**src/esr_pkg.sv**
```systemverilog
// shared constants and carriers of the exposure status report block
package esr_pkg;

	// ------------------------------------------------------------
	// register indices (port address is the index itself)
	// ------------------------------------------------------------
	localparam int          ADDR_W          = 8;
	localparam int          DATA_W          = 16;
	localparam logic [7:0]  IDX_SAMPLE_CNT  = 8'hB8;
	localparam logic [7:0]  IDX_MEAN_LEVEL  = 8'hBA;
	localparam logic [7:0]  IDX_LOOP_INTEG  = 8'hBB;
	localparam logic [7:0]  IDX_LOOP_GAIN   = 8'hBC;
	localparam logic [7:0]  IDX_GAIN_ALIGN  = 8'hCC;
	localparam logic [7:0]  IDX_STEP_MULT   = 8'hD0;
	localparam logic [7:0]  IDX_RESET_SPAN  = 8'hD1;
	localparam logic [7:0]  IDX_SEQ_INTEG   = 8'hD2;
	localparam logic [7:0]  IDX_KNEE2       = 8'hD3;
	localparam logic [7:0]  IDX_KNEE3       = 8'hD4;
	localparam logic [7:0]  IDX_SEQ_AMP     = 8'hD5;
	localparam logic [7:0]  IDX_SEQ_FINE    = 8'hD6;

	// ------------------------------------------------------------
	// field positions and reset values
	// ------------------------------------------------------------
	localparam int          ALIGN_BIT       = 13;
	localparam int          KNEE2_BIT       = 12;
	localparam int          KNEE3_BIT       = 13;
	localparam logic [15:0] STATUS_RST      = 16'h0000;
	localparam logic        ALIGN_RST       = 1'b0;
	localparam logic        EVAL_RST        = 1'b1;

	// ------------------------------------------------------------
	// carriers
	// ------------------------------------------------------------
	typedef struct packed {
		logic [15:0] sample_count;
		logic [9:0]  mean_level;
		logic [15:0] integration;
		logic [1:0]  mux_gain;
		logic [1:0]  afe_gain;
		logic [11:0] digital_gain;
	} esr_loop_s;

	typedef struct packed {
		logic [15:0] integration;
		logic [1:0]  mux_gain;
		logic [1:0]  afe_gain;
		logic [11:0] digital_gain;
	} esr_req_s;

	typedef struct packed {
		logic [15:0] step_multiplier;
		logic [15:0] reset_span;
		logic [15:0] integration;
		logic [15:0] second_knee_integration;
		logic [15:0] third_knee_integration;
		logic [4:0]  amp1;
		logic [7:0]  amp2;
		logic [11:0] applied_fine_multiplier;
		logic        two_knee;
		logic        three_knee;
	} esr_seq_s;

endpackage

```
**src/esr_status.sv**
```systemverilog
// exposure status report: loop-side and sequencer-side status banks with register port
//
// How it works
// - loop bank refreshes when loop submits values
// - sequencer bank refreshes only when values apply
// - loop bank leads matching sequencer bank values
// - 16-bit counted sample total reported
// - 10-bit average frame level reported
// - loop integration and two amplifier fields reported
// - loop digital multiplier 12-bit unsigned 5.7
// - sequencer step multiplier, 16 bits
// - sequencer array reset length, 16 bits
// - sequencer applied integration, 16 bits
// - sequencer second and third knee values
// - sequencer amplifiers and fine multiplier reported
// - two-knee and three-knee flags reported
// - loop evaluates only every other frame
// - alignment bit defers gain to integration
`timescale 1ns/1ps
module esr_status
(
	// clock and reset
	input  wire logic                        mclk,
	input  wire logic                        sys_rst,
	// register port
	input  wire logic [esr_pkg::ADDR_W-1:0]  addr,
	input  wire logic [esr_pkg::DATA_W-1:0]  wr_data,
	input  wire logic                        wr_en,
	input  wire logic                        rd_en,
	output logic      [esr_pkg::DATA_W-1:0]  rd_data,
	// exposure loop
	input  wire logic                        frame_end,
	input  wire logic                        loop_done,
	input  esr_pkg::esr_loop_s               loop_stat,
	output logic                             eval_frame,
	// sequencer
	input  wire logic                        seq_apply,
	input  esr_pkg::esr_seq_s                seq_stat,
	output logic                             req_integ_valid,
	output logic                             req_gain_valid,
	output esr_pkg::esr_req_s                req
);

	// ------------------------------------------------------------
	// read decode
	// ------------------------------------------------------------
	function automatic logic [15:0] read_sel(
		input logic [7:0]          a,
		input esr_pkg::esr_loop_s  lb,
		input esr_pkg::esr_seq_s   sb,
		input logic                al
	);
		logic [15:0] v;
		v = 16'h0000;
		case (a)
			esr_pkg::IDX_SAMPLE_CNT: v = lb.sample_count;
			esr_pkg::IDX_MEAN_LEVEL: v = {6'h00, lb.mean_level};
			esr_pkg::IDX_LOOP_INTEG: v = lb.integration;
			esr_pkg::IDX_LOOP_GAIN:  v = {lb.digital_gain, lb.afe_gain, lb.mux_gain};
			esr_pkg::IDX_GAIN_ALIGN: v[esr_pkg::ALIGN_BIT] = al;
			esr_pkg::IDX_STEP_MULT:  v = sb.step_multiplier;
			esr_pkg::IDX_RESET_SPAN: v = sb.reset_span;
			esr_pkg::IDX_SEQ_INTEG:  v = sb.integration;
			esr_pkg::IDX_KNEE2:      v = sb.second_knee_integration;
			esr_pkg::IDX_KNEE3:      v = sb.third_knee_integration;
			esr_pkg::IDX_SEQ_AMP:    v = {3'h0, sb.amp2, sb.amp1};
			esr_pkg::IDX_SEQ_FINE:   v = {2'h0, sb.three_knee, sb.two_knee,
				sb.applied_fine_multiplier};
			default:                 v = 16'h0000;
		endcase
		return v;
	endfunction

	// indices that answer a read; every other index reads back as zero
	function automatic logic is_mapped(input logic [7:0] a);
		logic hit;
		hit = 1'b0;
		case (a)
			esr_pkg::IDX_SAMPLE_CNT,
			esr_pkg::IDX_MEAN_LEVEL,
			esr_pkg::IDX_LOOP_INTEG,
			esr_pkg::IDX_LOOP_GAIN,
			esr_pkg::IDX_GAIN_ALIGN,
			esr_pkg::IDX_STEP_MULT,
			esr_pkg::IDX_RESET_SPAN,
			esr_pkg::IDX_SEQ_INTEG,
			esr_pkg::IDX_KNEE2,
			esr_pkg::IDX_KNEE3,
			esr_pkg::IDX_SEQ_AMP,
			esr_pkg::IDX_SEQ_FINE:   hit = 1'b1;
			default:                 hit = 1'b0;
		endcase
		return hit;
	endfunction

	// ------------------------------------------------------------
	// state
	// ------------------------------------------------------------
	esr_pkg::esr_loop_s   loop_bank_reg;
	esr_pkg::esr_seq_s    seq_bank_reg;
	logic                 align_reg;
	logic [15:0]          rd_data_reg;
	wire logic            loop_acc;
	wire logic            align_wr;
	wire logic [15:0]     rd_mux;
	wire logic [15:0]     rd_next;
	wire logic            addr_hit;

	// ------------------------------------------------------------
	// loop pacing and sequencer requests
	// ------------------------------------------------------------
	esr_req_align u_align
	(
		.mclk            (mclk),
		.sys_rst         (sys_rst),
		.frame_end       (frame_end),
		.loop_done       (loop_done),
		.loop_stat       (loop_stat),
		.align_en        (align_reg),
		.loop_acc        (loop_acc),
		.eval_frame      (eval_frame),
		.req_integ_valid (req_integ_valid),
		.req_gain_valid  (req_gain_valid),
		.req             (req)
	);

	// ------------------------------------------------------------
	// register port
	// ------------------------------------------------------------
	// the alignment word is the only writable one; all status writes are dropped
	assign align_wr = wr_en & (addr == esr_pkg::IDX_GAIN_ALIGN);
	assign rd_mux   = read_sel(addr, loop_bank_reg, seq_bank_reg, align_reg);
	// data stands for one cycle only, zero otherwise
	assign rd_next  = rd_en ? rd_mux : 16'h0000;
	assign addr_hit = is_mapped(addr);

	always_ff @(posedge mclk or posedge sys_rst)
	begin
		if (sys_rst)
		begin
			align_reg   <= esr_pkg::ALIGN_RST;
			rd_data_reg <= esr_pkg::STATUS_RST;
		end
		else
		begin
			if (align_wr)
				align_reg <= wr_data[esr_pkg::ALIGN_BIT];
			rd_data_reg <= rd_next;
		end
	end

	assign rd_data = rd_data_reg;

	// ------------------------------------------------------------
	// status banks
	// ------------------------------------------------------------
	// whole banks load in one edge, so a read never sees half an update
	always_ff @(posedge mclk or posedge sys_rst)
	begin
		if (sys_rst)
		begin
			loop_bank_reg <= '0;
			seq_bank_reg  <= '0;
		end
		else
		begin
			if (loop_acc)
				loop_bank_reg <= loop_stat;
			if (seq_apply)
				seq_bank_reg <= seq_stat;
		end
	end

	// ------------------------------------------------------------
	// checks
	// ------------------------------------------------------------
	a_loop_bank_load: assert property (@(posedge mclk) disable iff (sys_rst)
		loop_acc |=> loop_bank_reg == $past(loop_stat))
		else $error("loop bank missed a submission");

	a_seq_bank_load: assert property (@(posedge mclk) disable iff (sys_rst)
		seq_apply |=> seq_bank_reg == $past(seq_stat))
		else $error("sequencer bank missed an apply");

	a_seq_bank_idle: assert property (@(posedge mclk) disable iff (sys_rst)
		!seq_apply |=> $stable(seq_bank_reg))
		else $error("sequencer bank changed without apply");

	a_loop_leads_seq: assert property (@(posedge mclk) disable iff (sys_rst)
		req_integ_valid |-> req.integration == loop_bank_reg.integration)
		else $error("request issued before loop bank shows it");

	a_read_count: assert property (@(posedge mclk) disable iff (sys_rst)
		(rd_en && addr == esr_pkg::IDX_SAMPLE_CNT)
		|=> rd_data == $past(loop_bank_reg.sample_count))
		else $error("sample count read wrong");

	a_read_mean: assert property (@(posedge mclk) disable iff (sys_rst)
		(rd_en && addr == esr_pkg::IDX_MEAN_LEVEL)
		|=> rd_data[15:10] == 6'h00 && rd_data[9:0] == $past(loop_bank_reg.mean_level))
		else $error("mean level read wrong");

	a_read_loop_integ: assert property (@(posedge mclk) disable iff (sys_rst)
		(rd_en && addr == esr_pkg::IDX_LOOP_INTEG)
		|=> rd_data == $past(loop_bank_reg.integration))
		else $error("loop integration read wrong");

	a_read_loop_gain: assert property (@(posedge mclk) disable iff (sys_rst)
		(rd_en && addr == esr_pkg::IDX_LOOP_GAIN)
		|=> rd_data[15:4] == $past(loop_bank_reg.digital_gain)
		&& rd_data[3:2] == $past(loop_bank_reg.afe_gain)
		&& rd_data[1:0] == $past(loop_bank_reg.mux_gain))
		else $error("loop gain word read wrong");

	a_read_step_mult: assert property (@(posedge mclk) disable iff (sys_rst)
		(rd_en && addr == esr_pkg::IDX_STEP_MULT)
		|=> rd_data == $past(seq_bank_reg.step_multiplier))
		else $error("step multiplier read wrong");

	a_read_reset_span: assert property (@(posedge mclk) disable iff (sys_rst)
		(rd_en && addr == esr_pkg::IDX_RESET_SPAN)
		|=> rd_data == $past(seq_bank_reg.reset_span))
		else $error("reset span read wrong");

	a_read_seq_integ: assert property (@(posedge mclk) disable iff (sys_rst)
		(rd_en && addr == esr_pkg::IDX_SEQ_INTEG)
		|=> rd_data == $past(seq_bank_reg.integration))
		else $error("applied integration read wrong");

	a_read_knee3: assert property (@(posedge mclk) disable iff (sys_rst)
		(rd_en && addr == esr_pkg::IDX_KNEE3)
		|=> rd_data == $past(seq_bank_reg.third_knee_integration))
		else $error("third knee read wrong");

	a_read_seq_amp: assert property (@(posedge mclk) disable iff (sys_rst)
		(rd_en && addr == esr_pkg::IDX_SEQ_AMP)
		|=> rd_data[12:5] == $past(seq_bank_reg.amp2)
		&& rd_data[4:0] == $past(seq_bank_reg.amp1)
		&& rd_data[15:13] == 3'h0)
		else $error("applied amplifier word read wrong");

	a_read_knee_flags: assert property (@(posedge mclk) disable iff (sys_rst)
		(rd_en && addr == esr_pkg::IDX_SEQ_FINE)
		|=> rd_data[esr_pkg::KNEE2_BIT] == $past(seq_bank_reg.two_knee)
		&& rd_data[esr_pkg::KNEE3_BIT] == $past(seq_bank_reg.three_knee))
		else $error("knee flags read wrong");

	a_loop_skip_frame: assert property (@(posedge mclk) disable iff (sys_rst)
		(loop_done && !eval_frame) |=> $stable(loop_bank_reg))
		else $error("loop bank updated on a skipped frame");

	a_status_ro_hold: assert property (@(posedge mclk) disable iff (sys_rst)
		(wr_en && !loop_acc) |=> $stable(loop_bank_reg))
		else $error("write disturbed the loop bank");

	a_read_one_cycle: assert property (@(posedge mclk) disable iff (sys_rst)
		!rd_en |=> rd_data == 16'h0000)
		else $error("read data stood longer than one cycle");

	// ------------------------------------------------------------
	// further read port checks
	// ------------------------------------------------------------
	a_read_knee2: assert property (@(posedge mclk) disable iff (sys_rst)
		(rd_en && addr == esr_pkg::IDX_KNEE2)
		|=> rd_data == $past(seq_bank_reg.second_knee_integration))
		else $error("second knee read wrong");

	a_read_fine_mult: assert property (@(posedge mclk) disable iff (sys_rst)
		(rd_en && addr == esr_pkg::IDX_SEQ_FINE)
		|=> rd_data[11:0] == $past(seq_bank_reg.applied_fine_multiplier)
		&& rd_data[15:14] == 2'h0)
		else $error("applied fine multiplier read wrong");

	a_read_align: assert property (@(posedge mclk) disable iff (sys_rst)
		(rd_en && addr == esr_pkg::IDX_GAIN_ALIGN)
		|=> rd_data[esr_pkg::ALIGN_BIT] == $past(align_reg)
		&& rd_data[12:0] == 13'h0 && rd_data[15:14] == 2'h0)
		else $error("alignment word read wrong");

	a_read_unmapped: assert property (@(posedge mclk) disable iff (sys_rst)
		(rd_en && !addr_hit) |=> rd_data == 16'h0000)
		else $error("unmapped index returned data");

	// ------------------------------------------------------------
	// bank and request integrity checks
	// ------------------------------------------------------------
	a_loop_bank_idle: assert property (@(posedge mclk) disable iff (sys_rst)
		!loop_acc |=> $stable(loop_bank_reg))
		else $error("loop bank changed without a submission");

	a_integ_request: assert property (@(posedge mclk) disable iff (sys_rst)
		loop_acc |=> req_integ_valid && req.integration == $past(loop_stat.integration))
		else $error("submission did not raise an integration request");

	a_req_idle: assert property (@(posedge mclk) disable iff (sys_rst)
		!loop_acc |=> !req_integ_valid)
		else $error("integration request without a submission");

	a_req_integ_hold: assert property (@(posedge mclk) disable iff (sys_rst)
		!loop_acc |=> $stable(req.integration))
		else $error("requested integration moved between submissions");

	a_seq_ro_hold: assert property (@(posedge mclk) disable iff (sys_rst)
		(wr_en && !seq_apply) |=> $stable(seq_bank_reg))
		else $error("write disturbed the sequencer bank");

	a_align_write: assert property (@(posedge mclk) disable iff (sys_rst)
		align_wr |=> align_reg == $past(wr_data[esr_pkg::ALIGN_BIT]))
		else $error("alignment bit write lost");

	a_align_hold: assert property (@(posedge mclk) disable iff (sys_rst)
		!align_wr |=> $stable(align_reg))
		else $error("alignment bit changed without a write");

	a_loop_atomic: assert property (@(posedge mclk) disable iff (sys_rst)
		$changed(loop_bank_reg) |-> loop_bank_reg == $past(loop_stat))
		else $error("loop bank holds a mix of updates");

	a_seq_atomic: assert property (@(posedge mclk) disable iff (sys_rst)
		$changed(seq_bank_reg) |-> seq_bank_reg == $past(seq_stat))
		else $error("sequencer bank holds a mix of updates");

	a_eval_steady: assert property (@(posedge mclk) disable iff (sys_rst)
		!frame_end |=> $stable(eval_frame))
		else $error("evaluation frame flipped without a frame end");

	a_gain_with_integ: assert property (@(posedge mclk) disable iff (sys_rst)
		(loop_acc && !align_reg)
		|=> req_gain_valid && req.digital_gain == $past(loop_stat.digital_gain)
		&& req.afe_gain == $past(loop_stat.afe_gain)
		&& req.mux_gain == $past(loop_stat.mux_gain))
		else $error("unaligned gain did not travel with integration");

	a_gain_idle: assert property (@(posedge mclk) disable iff (sys_rst)
		(!loop_acc && !frame_end) |=> !req_gain_valid)
		else $error("gain request without a cause");

	a_gain_fields_hold: assert property (@(posedge mclk) disable iff (sys_rst)
		(!loop_acc && !frame_end)
		|=> $stable(req.mux_gain) && $stable(req.afe_gain) && $stable(req.digital_gain))
		else $error("requested gain moved without a cause");

endmodule // esr_status

```
**src/esr_req_align.sv**
```systemverilog
// frame pacing of the exposure loop and gain-to-integration alignment of its requests
`timescale 1ns/1ps
module esr_req_align
(
	// clock and reset
	input  wire logic              mclk,
	input  wire logic              sys_rst,
	// loop side
	input  wire logic              frame_end,
	input  wire logic              loop_done,
	input  esr_pkg::esr_loop_s     loop_stat,
	input  wire logic              align_en,
	output logic                   loop_acc,
	output logic                   eval_frame,
	// sequencer request
	output logic                   req_integ_valid,
	output logic                   req_gain_valid,
	output esr_pkg::esr_req_s      req
);
	logic               eval_reg;
	logic               pend_reg;
	logic [15:0]        pend_gain_reg;
	logic               integ_v_reg;
	logic               gain_v_reg;
	esr_pkg::esr_req_s  req_reg;
	wire logic          gain_now;
	wire logic          gain_late;
	wire logic [15:0]   new_gain;

	// only every other frame is evaluated
	assign loop_acc   = loop_done & eval_reg;
	assign gain_now   = loop_acc & ~align_en;
	assign gain_late  = frame_end & pend_reg;
	assign new_gain   = {loop_stat.mux_gain, loop_stat.afe_gain, loop_stat.digital_gain};

	always_ff @(posedge mclk or posedge sys_rst)
	begin
		if (sys_rst)
		begin
			eval_reg      <= esr_pkg::EVAL_RST;
			pend_reg      <= 1'b0;
			pend_gain_reg <= esr_pkg::STATUS_RST;
			integ_v_reg   <= 1'b0;
			gain_v_reg    <= 1'b0;
			req_reg       <= '0;
		end
		else
		begin
			if (frame_end)
				eval_reg <= ~eval_reg;
			// with a release and a new deferred set in the same cycle, the old set goes out and the new one stays pending
			pend_reg    <= (loop_acc & align_en) | (pend_reg & ~frame_end);
			if (loop_acc & align_en)
				pend_gain_reg <= new_gain;
			integ_v_reg <= loop_acc;
			gain_v_reg  <= gain_now | gain_late;
			if (loop_acc)
				req_reg.integration <= loop_stat.integration;
			if (gain_now)
				{req_reg.mux_gain, req_reg.afe_gain, req_reg.digital_gain} <= new_gain;
			else if (gain_late)
				{req_reg.mux_gain, req_reg.afe_gain, req_reg.digital_gain} <= pend_gain_reg;
		end
	end

	assign eval_frame      = eval_reg;
	assign req_integ_valid = integ_v_reg;
	assign req_gain_valid  = gain_v_reg;
	assign req             = req_reg;

	a_eval_alternates: assert property (@(posedge mclk) disable iff (sys_rst)
		frame_end |=> eval_reg != $past(eval_reg))
		else $error("evaluation frame did not alternate");
	a_gain_deferred: assert property (@(posedge mclk) disable iff (sys_rst)
		(loop_acc && align_en && !gain_late) |=> !gain_v_reg && pend_reg)
		else $error("aligned gain was not held back");

endmodule // esr_req_align

```
**config.mk**
```make
export PLATFORM = sky130hd
export DESIGN_NAME = esr_status
export DESIGN_NICKNAME = d
export VERILOG_FILES = /design/src/esr_pkg.sv /design/src/esr_status.sv /design/src/esr_req_align.sv
export SDC_FILE = /design/constraint.sdc
export NUM_CORES = 1
export LEC_CHECK = 0
export ABC_AREA = 1
export BUFFER_PORTS_ARGS = -buffer_cell sky130_fd_sc_hd__buf_4
export CORE_MARGIN = 10
export CORE_UTILIZATION = 45
export CTS_CLUSTER_SIZE = 8
export DETAILED_ROUTE_END_ITERATION = 10
export GPL_TIMING_DRIVEN = 0
export HOLD_SLACK_MARGIN = 0.03
export PLACE_DENSITY = 0.73
export SLEW_MARGIN = 20
export SYNTH_ARGS = -nofsm -noshare
export SYNTH_HDL_FRONTEND = slang
export SYNTH_HIERARCHICAL = 1
export SYNTH_SLANG_ARGS = --single-unit
```
**constraint.sdc**
```tcl
create_clock -name mclk -period 8.9 [get_ports mclk]
set_input_delay 0.89 -clock mclk [delete_from_list [all_inputs] [get_ports mclk]]
set_output_delay 0.89 -clock mclk [all_outputs]
set_load 0.01 [all_outputs]
```
**After elaboration in Yosys (flattened, before gate mapping)**

Index checks and enable logic that the tools add are counted.

- Flip-flop bits (word level): 218
- Input bits: 196
- Output and inout bits: 51
- Logic and storage cells: 56

- Equality and inequality tests: 12
- Mux-type cells: 6
- Bitwise gates (word level): 11
- Reduce and logical (&&, ||, !) cells: 1

Operators by type and width:

| operator | count |
|---|---|
| case mux 13 bit (11 select lines) | 1 |
| == test 8 bit, second input constant | 12 |
| two-way mux 16 bit | 3 |
| case mux 2 bit (8 select lines) | 1 |
| case mux 1 bit (10 select lines) | 1 |
| bitwise AND 1 bit | 6 |
| inverter 1 bit | 3 |
| bitwise OR 1 bit | 2 |
| nonzero test 2 bit | 1 |

**Depth between registers and ports, before layout**

Gate-level depths: netlist (run 1).

- Depth after elaboration: 3
- Gate-level depth with buffers: 11
- Gate-level depth less buffers: 9

**Modules after synthesis**

The synthesis (run 1) kept the hierarchy.

Modules (own cells, without submodules):

| module | times used | cells each | area each (um2) | sequential area each (um2) |
|---|---|---|---|---|
| esr_status | 1 | 801 | 8356.8 | 4554.4 |
| esr_req_align | 1 | 271 | 2223.4 | 1302.5 |

**Least setup slack after synthesis (run 1)**

No wires, ideal clock.

- Path type: input-to-reg
- From: input port loop_done
- To: register loop_bank_reg[12] (netlist name)
- Setup time: 0.125 ns
- Arrival: 2.048 ns
- Required time: 8.775 ns
- Slack: 6.727 ns
- Stages: 6
- Path buffers: 3
- Cell sequence: nand2_2 > inv_2 > buf_2 > buf_2 > buf_2 > mux2_2

- Cells in the longest elaborated chain, start to end: 1

RTL lines:

| element | RTL line | text |
|---|---|---|
| start, declared | esr_status.sv:33 | `input wire logic loop_done,` |
| bitwise AND 1 bit | esr_req_align.sv:31 | `assign loop_acc = loop_done & eval_reg;` |
| via loop_acc | esr_status.sv:103 | `wire logic loop_acc;` |
| end signal, assigned | esr_status.sv:168 | `loop_bank_reg <= loop_stat;` |
| end, declared | esr_status.sv:99 | `esr_pkg::esr_loop_s loop_bank_reg;` |

The timed path passes the listed nets, and every way through them passes these cells.
A chain may end at the register's enable or synchronous reset.

**Worst setup path after layout (run 1)**

- From: register u_align.eval_reg (netlist: u_align/eval_frame)
- To: register loop_bank_reg[14] (netlist name)

- Cells in the longest elaborated chain, start to end: 1

RTL lines:

| element | RTL line | text |
|---|---|---|
| start, declared | esr_req_align.sv:20 | `logic eval_reg;` |
| start signal, assigned | esr_req_align.sv:40 | `eval_reg <= esr_pkg::EVAL_RST;` |
| start signal, assigned | esr_req_align.sv:50 | `eval_reg <= ~eval_reg;` |
| bitwise AND 1 bit | esr_req_align.sv:31 |  |
| via loop_acc | esr_status.sv:103 |  |

The timed path passes the listed nets, and every way through them passes these cells.

==> flow_summary.toml, run 1 <==
[status]
outcome = "finished clean"

[die]
initial_core_util_pct = 45.3
die-area_um2 = 30000
fp-row-count = 56
io_pins = 247
die_h_um = 173
dieWidth_um = 173
core-area_um2 = 23300

[synth]
netlist_top_cells_count = "nand2_1, dfrtp_1, nand3_1, mux2_2, inv_1"
synthCells = 1072
avgSynthCellArea_um2 = 9.87
synth.top_cell.area_share_pct = 55.1
synth_flop_cell = "dfrtp_1"
yosys_warnings = 6
ys_top_cells_by_area = "dfrtp_1, mux2_2, nand3_1"
ys_types = 22
synth_most_common_cell = "nand2_1"
yosys_register_bits = 234
ys_seq_area_share_pct = 55.4
synthArstFlopShare_pct = 100
synth_edf_count = 0
synth_nets = 1268
synth_top_area_cell = "dfrtp_1"
syn_area_um2 = 10600

[final_layout]
fillers = 2001
multi_input_comb_area_um2 = 4140
syn_to_final_growth_pct = 29.8
drive_gt1_share_pct = 36.3
seq_area_um2 = 5860
largest_reg_flops = 107
nNetsFinal = 1536
fin_util_pct = 58.9

[drt]
dr.pass1.iters = 5
viasPerCell = 5.15
drtIter0Drc = 742
drc_errors = 0
ant_nets = 0
num_vias = 8620
wirelength_mm = 32.4
wl_per_cell_um = 19.4

[clocking]
clk_pin_slew_ns = 0.05
postCtsSetupBuffers = 0
cts_sinks = 234
cts_tree = "yes"
clk_latency_ns = 0.52
ctsRootBufferMaster = "clkbuf_16"
htreeDepth = 2
holdBufCountCts = 0
post_cts_resized = 0
cts_buffer_depth = 3
numCtsBuffers = 35

[sta]
min_period_ns = 2.30
final.setup.tns_ns = 0
fin_crit_sh_pct = 25.9
max_freq_ghz = 0.434
slew_violations = 0
rsz0062_at_grt = "false"
slew_headroom_pct = 58.3
tightest_slew_ns = 0.625
hold_viol = 0
setup_viol_count_final = 0
timing.hold.ws_ns = 0.429
finClkSkew_ns = 0.0292

[power]
seqPwrFrac_pct = 43.7
cellInternalPower_mw = 2.45
p_sw_mw = 0.963
power_density_nw_per_um2 = 248
vdd_ir_drop_max_mv = 0.138
leakagePower_nw = 6.89
combPwrFrac_pct = 21.3
swShare_pct = 28.2
p_clk_share_pct = 35.0
total_power_mw = 3.41

[placed_design]
io_buffers = 229
hpwlAfterDp_mm = 24.5
gp_congestion = 0.841

[global_routing]
grt_usage_pct = 20.9
grt_pass1_wl_mm = 50.1
grt_max_degree = 101
antenna_found_initial = 2
overflow = 0
grt_pass1_vias = 9101

[flow_run]
cap_violations = 0

[critical_path]
critPathCaptureType = "flip-flop"
regToRegSetupSlack_ns = 6.60
worst_ep_arrival_time_ns = 2.69
crit_required_ns = 9.29
criticalPathCategory = "reg2reg"
cp_max_fo = 14
setup.worst_path.start_class = "flip-flop"

[hold_path]
min_path_type = "in2async"
## placed cells by master, fill, tap and decap left out, types with 2 or more instances in the layout
cell,netlist,layout
o21ai_1,17,17
diode_2,0,2
clkbuf_16,0,36
a21oi_1,2,2
nor2_1,59,59
inv_2,6,7
buf_1,2,2
nor2_2,4,4
dfrtp_1,233,233
nand2_2,5,5
buf_2,39,39
nor2_4,7,7
mux2_2,144,144
nand2_1,242,242
clkbuf_1,10,19
o21ai_0,31,31
buf_4,7,236
buf_6,3,3
nand3_1,194,194
inv_1,63,61
## critical path: stages, from the launching register on
cell     delay [ns]
dfstp_2        0.57
nand2_2        0.18
inv_2          0.15
buf_2          0.28
buf_2          0.30
buf_2          0.32
mux2_2         0.37
## path summary, 6_finish.rpt
kind / depth (start not counted) / end / startpoint
worst max-delay path: 6 / loop_bank_reg[14]$_DFFE_PP0P_ / u_align/eval_frame$_DFFE_PP1P_
worst min-delay path: 2 / u_align/req[30]$_DFFE_PP0N_ / sys_rst
worst max register to register: 6 / loop_bank_reg[14]$_DFFE_PP0P_ / u_align/eval_frame$_DFFE_PP1P_
worst min register to register: 2 / u_align/pend_gain_reg[3]$_DFFE_PP0P_ / u_align/pend_gain_reg[3]$_DFFE_PP0P_
max in group asynchronous: 3 / seq_bank_reg[65]$_DFFE_PP0P_ / sys_rst
min in group mclk: 2 / u_align/pend_gain_reg[3]$_DFFE_PP0P_ / u_align/pend_gain_reg[3]$_DFFE_PP0P_
## metrics by stage
step	setup slack, ns	instance area [um^2]	std cells
3_5_place_dp	6.22	12800	1622
3_3_place_gp	0.990	12700	1620
5_1_grt	6.46	13700	1672
4_1_cts	6.60	13700	1671
6_report	6.60	13700	1673
2_1_floorplan	3.07	10600	1072
## layer usage
layer | GRT usage, % | routed length [um] | vias to the layer above
li1 | - | - | 4067
met1 | 27.3 | 13900 | 4180
met2 | 33.6 | 15400 | 306
met3 | 4.68 | 2110 | 65
met4 | 7.29 | 984 | 2
met5 | 0 | 7 | -
## area by class of cell
type / instances / share of cell area (%)
Antenna cell: 2 / 0.0364
Buffer: 61 / 2.38
Clock buffer: 46 / 6.90
Clock inverter: 3 / 0.219
Inverter: 69 / 1.94
Multi-Input combinational cell: 708 / 30.1
Sequential cell: 234 / 42.6
Tap cell: 319 / 2.91
Timing Repair Buffer: 231 / 12.9
## kinds of logic (layout without fill, tap and decap cells)
| kind of cell | Yosys count | in the layout | synth area share, % |
|---|---|---|---|
| other | 0 | 2 | 0 |
| buffers and inverters | 130 | 410 | 5.53 |
| and+or+nand+nor | 513 | 513 | 21.3 |
| DFF | 234 | 234 | 55.4 |
| muxes | 144 | 144 | 15.3 |
| AOI/OAI and AO/OA | 50 | 50 | 2.37 |
| xor gates and xnor gates | 1 | 1 | 0.0828 |
## power groups by stage
stage,Sequential [mW],Clock [mW],Combinational (mW)
after floorplan,1.51,0,0.395
after global placement,1.50,0,0.705
after detailed placement,1.51,0,0.729
after CTS,1.49,1.22,0.733
after global routing,1.52,1.26,0.803
final,1.49,1.20,0.725
(Power assumes the default switching activity.)
==> inputs of run 2 (changes only) <==
Clock period 8.9 ns to 2.4 ns, I/O delays scaled along.
==> run 2 against run 1 <==
Effect of this change: design area is 13% higher; worst setup slack worse by 6.6 ns; fmax is 2.3% lower; clock power grew to 3.6 times the previous value; utilization is 7.4 points higher; final cell count is 10% higher; die area stayed put; first-iteration DRC count is 3.1% higher.
==> flow_summary.toml, run 2 (synthesis gave the netlist of run 1 again) <==
[power]
combPwrFrac_pct = 23.4
vdd_ir_drop_max_mv = 0.495
total_power_mw = 12.8
cellInternalPower_mw = 9.16
leakagePower_nw = 7.59
seqPwrFrac_pct = 43.4
power_density_nw_per_um2 = 831
p_clk_share_pct = 33.2
swShare_pct = 28.7
p_sw_mw = 3.68

[final_layout]
multi_input_comb_area_um2 = 4140
syn_to_final_growth_pct = 46.1
final_cell_mix = "nand2_1, buf_4, dfrtp_1"
seq_area_um2 = 5860
nNetsFinal = 1709
fin_util_pct = 66.2
drive_gt1_share_pct = 32.4
largest_reg_flops = 107
final_common_cell = "nand2_1"
fillers = 1667

[drt]
viasPerCell = 5.18
wl_per_cell_um = 19.8
ant_nets = 0
dr.pass1.iters = 5
drc_errors = 0
drtIter0Drc = 765
num_vias = 9555
wirelength_mm = 36.5

[sta]
max_freq_ghz = 0.424
rsz0062_at_grt = "true"
min_period_ns = 2.36
finClkSkew_ns = 0.0162
final.setup.tns_ns = 0
fin_crit_sh_pct = 98.2
setup_viol_count_final = 0
tightest_slew_ns = 0.680
hold_viol = 0
slew_headroom_pct = 54.7
slew_violations = 0
timing.hold.ws_ns = 0.133

[clocking]
postCtsSetupBuffers = 0
clk_pin_slew_ns = 0.05
cts_tree = "yes"
numCtsBuffers = 35
cts_buffer_depth = 3
cts_sinks = 234
clk_latency_ns = 0.49
htreeDepth = 2
ctsRootBufferMaster = "clkbuf_16"

[critical_path]
criticalPathCategory = "reg2reg"
r2r_cells = 7
critPathCaptureType = "flip-flop"
crit_required_ns = 2.80
worst_ep_arrival_time_ns = 2.76
cp_max_fo = 14
regToRegSetupSlack_ns = 0.04
setup.worst_path.start_class = "flip-flop"
r2r_start = "u_align/eval_frame$_DFFE_PP1P_"
crit_start = "u_align/eval_frame$_DFFE_PP1P_"

[die]
core-area_um2 = 23300
fp-row-count = 56
initial_core_util_pct = 45.3
die_h_um = 173
io_pins = 247
die-area_um2 = 30000
dieWidth_um = 173

[placed_design]
io_buffers = 229
gp_congestion = 0.891
hpwlAfterDp_mm = 24.9

[hold_path]
hp-start = "wr_en"
min_path_cells = 3
min_path_type = "in2reg"

[global_routing]
antenna_found_initial = 3
grt_usage_pct = 23.6
grt_pass1_vias = 10400
grt_max_degree = 34
grt_pass1_wl_mm = 56.9
overflow = 0

[flow_run]
cap_violations = 0

[status]
outcome = "finished clean"
[run 2: changes by cell type in the layout (fill, tap and decap cells not counted), sizes merged]
cell         previous run  this run
buf                   282       286
dlygate4sd3             0       168
inv                    70        69
clkinvlp                0         2
clkbuf                 56        54
clkinv                  2         0
diode                   2         3
[run 2: power groups by stage]
stage | combinational, mW | clock [mW] | sequential, mW
2_1_floorplan | 1.46 | 0 | 5.59
3_3_place_gp | 2.62 | 0 | 5.55
3_5_place_dp | 2.72 | 0 | 5.59
4_1_cts | 2.98 | 4.32 | 5.54
5_1_grt | 3.28 | 4.48 | 5.66
6_report | 3.01 | 4.27 | 5.57
[run 2: repair_timing]
item	4_1_cts	5_1_grt
endpoints found under the hold margin	256	0
resized for setup	0	1
hold buffers	168	0
endpoints found under the setup margin	0	4
[run 2: path summary, 6_finish.rpt]
check / end
setup reg to reg: loop_bank_reg[48]$_DFFE_PP0P_
hold reg to reg: u_align/pend_gain_reg[3]$_DFFE_PP0P_
min in group asynchronous: loop_bank_reg[15]$_DFFE_PP0P_
hold / removal: align_reg$_DFFE_PP0P_
setup / recovery: loop_bank_reg[48]$_DFFE_PP0P_
max in group asynchronous: seq_bank_reg[19]$_DFFE_PP0P_
[run 2: layout make-up]
| cell class | count | area share, % |
|---|---|---|
| Antenna cell | 3 | 0.0486 |
| Buffer | 61 | 2.13 |
| Clock buffer | 43 | 5.86 |
| Clock inverter | 2 | 0.105 |
| Inverter | 69 | 1.70 |
| Multi-Input combinational cell | 708 | 26.8 |
| Sequential cell | 234 | 37.9 |
| Tap cell | 319 | 2.58 |
| Timing Repair Buffer | 404 | 22.9 |
[run 2: per-layer routing]
layer | part of all wire [%] | vias to the layer above | global-route usage, %
li1 | - | 4420 | -
met1 | 40 | 4667 | 28.6
met2 | 50 | 388 | 40.6
met3 | 5.7 | 80 | 4.64
met4 | 3.4 | 0 | 8.73
met5 | 0 | - | 0
[run 2: through the flow]
stage                     instances  instance area (um^2)  setup slack, ns
after global routing           1843                 15500         -0.00168
after floorplan                1072                 10600           -0.177
after detailed placement       1627                 12800            0.116
after CTS                      1840                 15400           0.0999
final                          1843                 15500           0.0421
after global placement         1620                 12700            -1.30
[run 2: worst max-delay path: stages (launching register included)]
cell and delay, ns:
dfstp_2 0.57, nand2_2 0.19, inv_2 0.15, buf_2 0.29
buf_2 0.31, clkbuf_1 0.49, nand2_1 0.13, o21ai_0 0.12
==> inputs of run 3 (changes only) <==
Settings changed: BUFFER_PORTS_ARGS -buffer_cell sky130_fd_sc_hd__buf_4 to -buffer_cell sky130_fd_sc_hd__buf_2.
==> run 3 against run 2 <==
Effect of this change: total power shrank 1.1%; count of clock-buffer cells in the layout grew 1; worst setup slack gained 0.0045 ns; sequential share of layout area grew 1.5 points; final cell count is essentially flat; design area shrank 3.7%; wire length shrank 0.59%; critical endpoint is now loop_bank_reg[12]$_DFFE_PP0P_.
==> flow_summary.toml, run 3 (synthesis gave the netlist of run 1 again) <==
[status]
outcome = "finished clean"

[final_layout]
final_cell_mix = "buf_2, nand2_1, dfrtp_1"
fillers = 1770
drive_gt1_share_pct = 32.5
syn_to_final_growth_pct = 40.7
fin_util_pct = 63.8
largest_reg_flops = 107
multi_input_comb_area_um2 = 4140
final_common_cell = "buf_2"
nNetsFinal = 1705
seq_area_um2 = 5860

[critical_path]
r2r_cells = 6
rr_endpoint = "loop_bank_reg[12]$_DFFE_PP0P_"
r2r_start = "u_align/eval_frame$_DFFE_PP1P_"
crit_start = "u_align/eval_frame$_DFFE_PP1P_"
worst_ep_arrival_time_ns = 2.72
criticalPathCategory = "reg2reg"
regToRegSetupSlack_ns = 0.05
cp_max_fo = 14
crit_required_ns = 2.77
setup.worst_path.start_class = "flip-flop"
critPathCaptureType = "flip-flop"

[power]
vdd_ir_drop_max_mv = 0.560
power_density_nw_per_um2 = 854
leakagePower_nw = 7.42

[drt]
wl_per_cell_um = 19.7
ant_nets = 0
num_vias = 9637
wirelength_mm = 36.3
dr.pass1.iters = 5
viasPerCell = 5.23
drtIter0Drc = 880
drc_errors = 0

[die]
fp-row-count = 56
initial_core_util_pct = 45.3
io_pins = 247
die-area_um2 = 30000
dieWidth_um = 173
core-area_um2 = 23300
die_h_um = 173

[hold_path]
hp-start = "loop_stat[1]"
min_path_cells = 2
min_to = "loop_bank_reg[1]$_DFFE_PP0P_"
min_path_type = "in2reg"

[clocking]
clk_latency_ns = 0.50
cts_buffer_depth = 3
postCtsSetupBuffers = 0
clk_pin_slew_ns = 0.05
cts_tree = "yes"
ctsRootBufferMaster = "clkbuf_16"
cts_sinks = 234
numCtsBuffers = 35
htreeDepth = 2

[placed_design]
io_buffers = 229
gp_congestion = 0.870
place_ws_ns = 0.134
hpwlAfterDp_mm = 24.8

[flow_run]
cap_violations = 0

[global_routing]
antenna_found_initial = 8
grt_pass1_vias = 10400
grt_max_degree = 37
grt_usage_pct = 23.5
overflow = 0
grt_pass1_wl_mm = 56.4

[sta]
slew_violations = 0
setup_viol_count_final = 0
timing.hold.ws_ns = 0.0455
fin_ws_ns = 0.0466
tightest_slew_ns = 0.683
min_period_ns = 2.35
max_freq_ghz = 0.425
slew_headroom_pct = 54.5
hold_viol = 0
finClkSkew_ns = 0.0153
fin_crit_sh_pct = 98.1
-- run 3: cell count changes in the layout (fill, tap and decap cells not counted) --
cell | before | now
buf_12 | 7 | 6
buf_16 | 0 | 1
buf_2 | 38 | 268
clkbuf_2 | 0 | 1
bufinv_16 | 0 | 1
diode_2 | 3 | 7
clkinvlp_4 | 2 | 1
clkbuf_4 | 1 | 0
dlygate4sd3_1 | 168 | 164
buf_4 | 236 | 7
-- run 3: per-stage QoR --
step / TNS [ns] / power (mW) / std cells / cell area [um^2]
after floorplan: -32.13 / 7.05 / 1072 / 10600
after global placement: -233.58 / 7.91 / 1620 / 12100
after detailed placement: 0 / 8.05 / 1627 / 12300
after CTS: 0 / 12.7 / 1836 / 14900
after global routing: -0.389 / 13.3 / 1843 / 14900
final: 0 / 12.7 / 1844 / 14900
-- run 3: where the power goes --
| part | total, mW | switching [mW] | leakage, nW | internal (mW) |
|---|---|---|---|---|
| logic | 2.76 | 1.45 | 4.13 | 1.32 |
| registers | 5.54 | 0.544 | 2.83 | 5.00 |
| clock network | 4.40 | 1.68 | 0.461 | 2.72 |
| total | 12.7 | 3.67 | 7.42 | 9.04 |
-- run 3: per-layer routing --
metal	part of all wire, %	track usage [%]
met5	0.041	0
met4	4.8	12.2
met3	6.0	4.36
met2	48	38.8
met1	41	28.7
-- run 3: worst max-delay path: stages (launching register included) --
cell and delay (ns):
dfstp_2 0.57, nand2_2 0.20, inv_2 0.17, buf_2 0.28
buf_2 0.32, buf_2 0.32, mux2_2 0.37
-- run 3: repair_timing --
action / in CTS / in global routing
hold buffers: 163 / 1
endpoints found under the setup margin: 0 / 4
gates resized for setup: 0 / 2
hold endpoints to repair: 270 / 1
-- run 3: cell type report --
type                    count  share of cell area [%]
repair buffers            400                    19.7
flip-flops and latches    234                    39.3
clock inverters             2                   0.261
diodes                      7                   0.118
inverters                  69                    1.77
well taps                 319                    2.68
plain buffers              61                    2.20
multi-input cells         708                    27.8
clock buffers              44                    6.11
-- run 3: worst max-delay path by stage --
stage | to | depth (start not counted) | slack (ns)
floorplan | align_reg$_DFFE_PP0P_ | 1 | -0.18
global placement | seq_bank_reg[14]$_DFFE_PP0P_ | 2 | -1.30
detailed placement | loop_bank_reg[17]$_DFFE_PP0P_ | 6 | 0.13
CTS | loop_bank_reg[4]$_DFFE_PP0P_ | 6 | 0.11
global route | loop_bank_reg[12]$_DFFE_PP0P_ | 6 | -0.05
finish | loop_bank_reg[12]$_DFFE_PP0P_ | 6 | 0.05
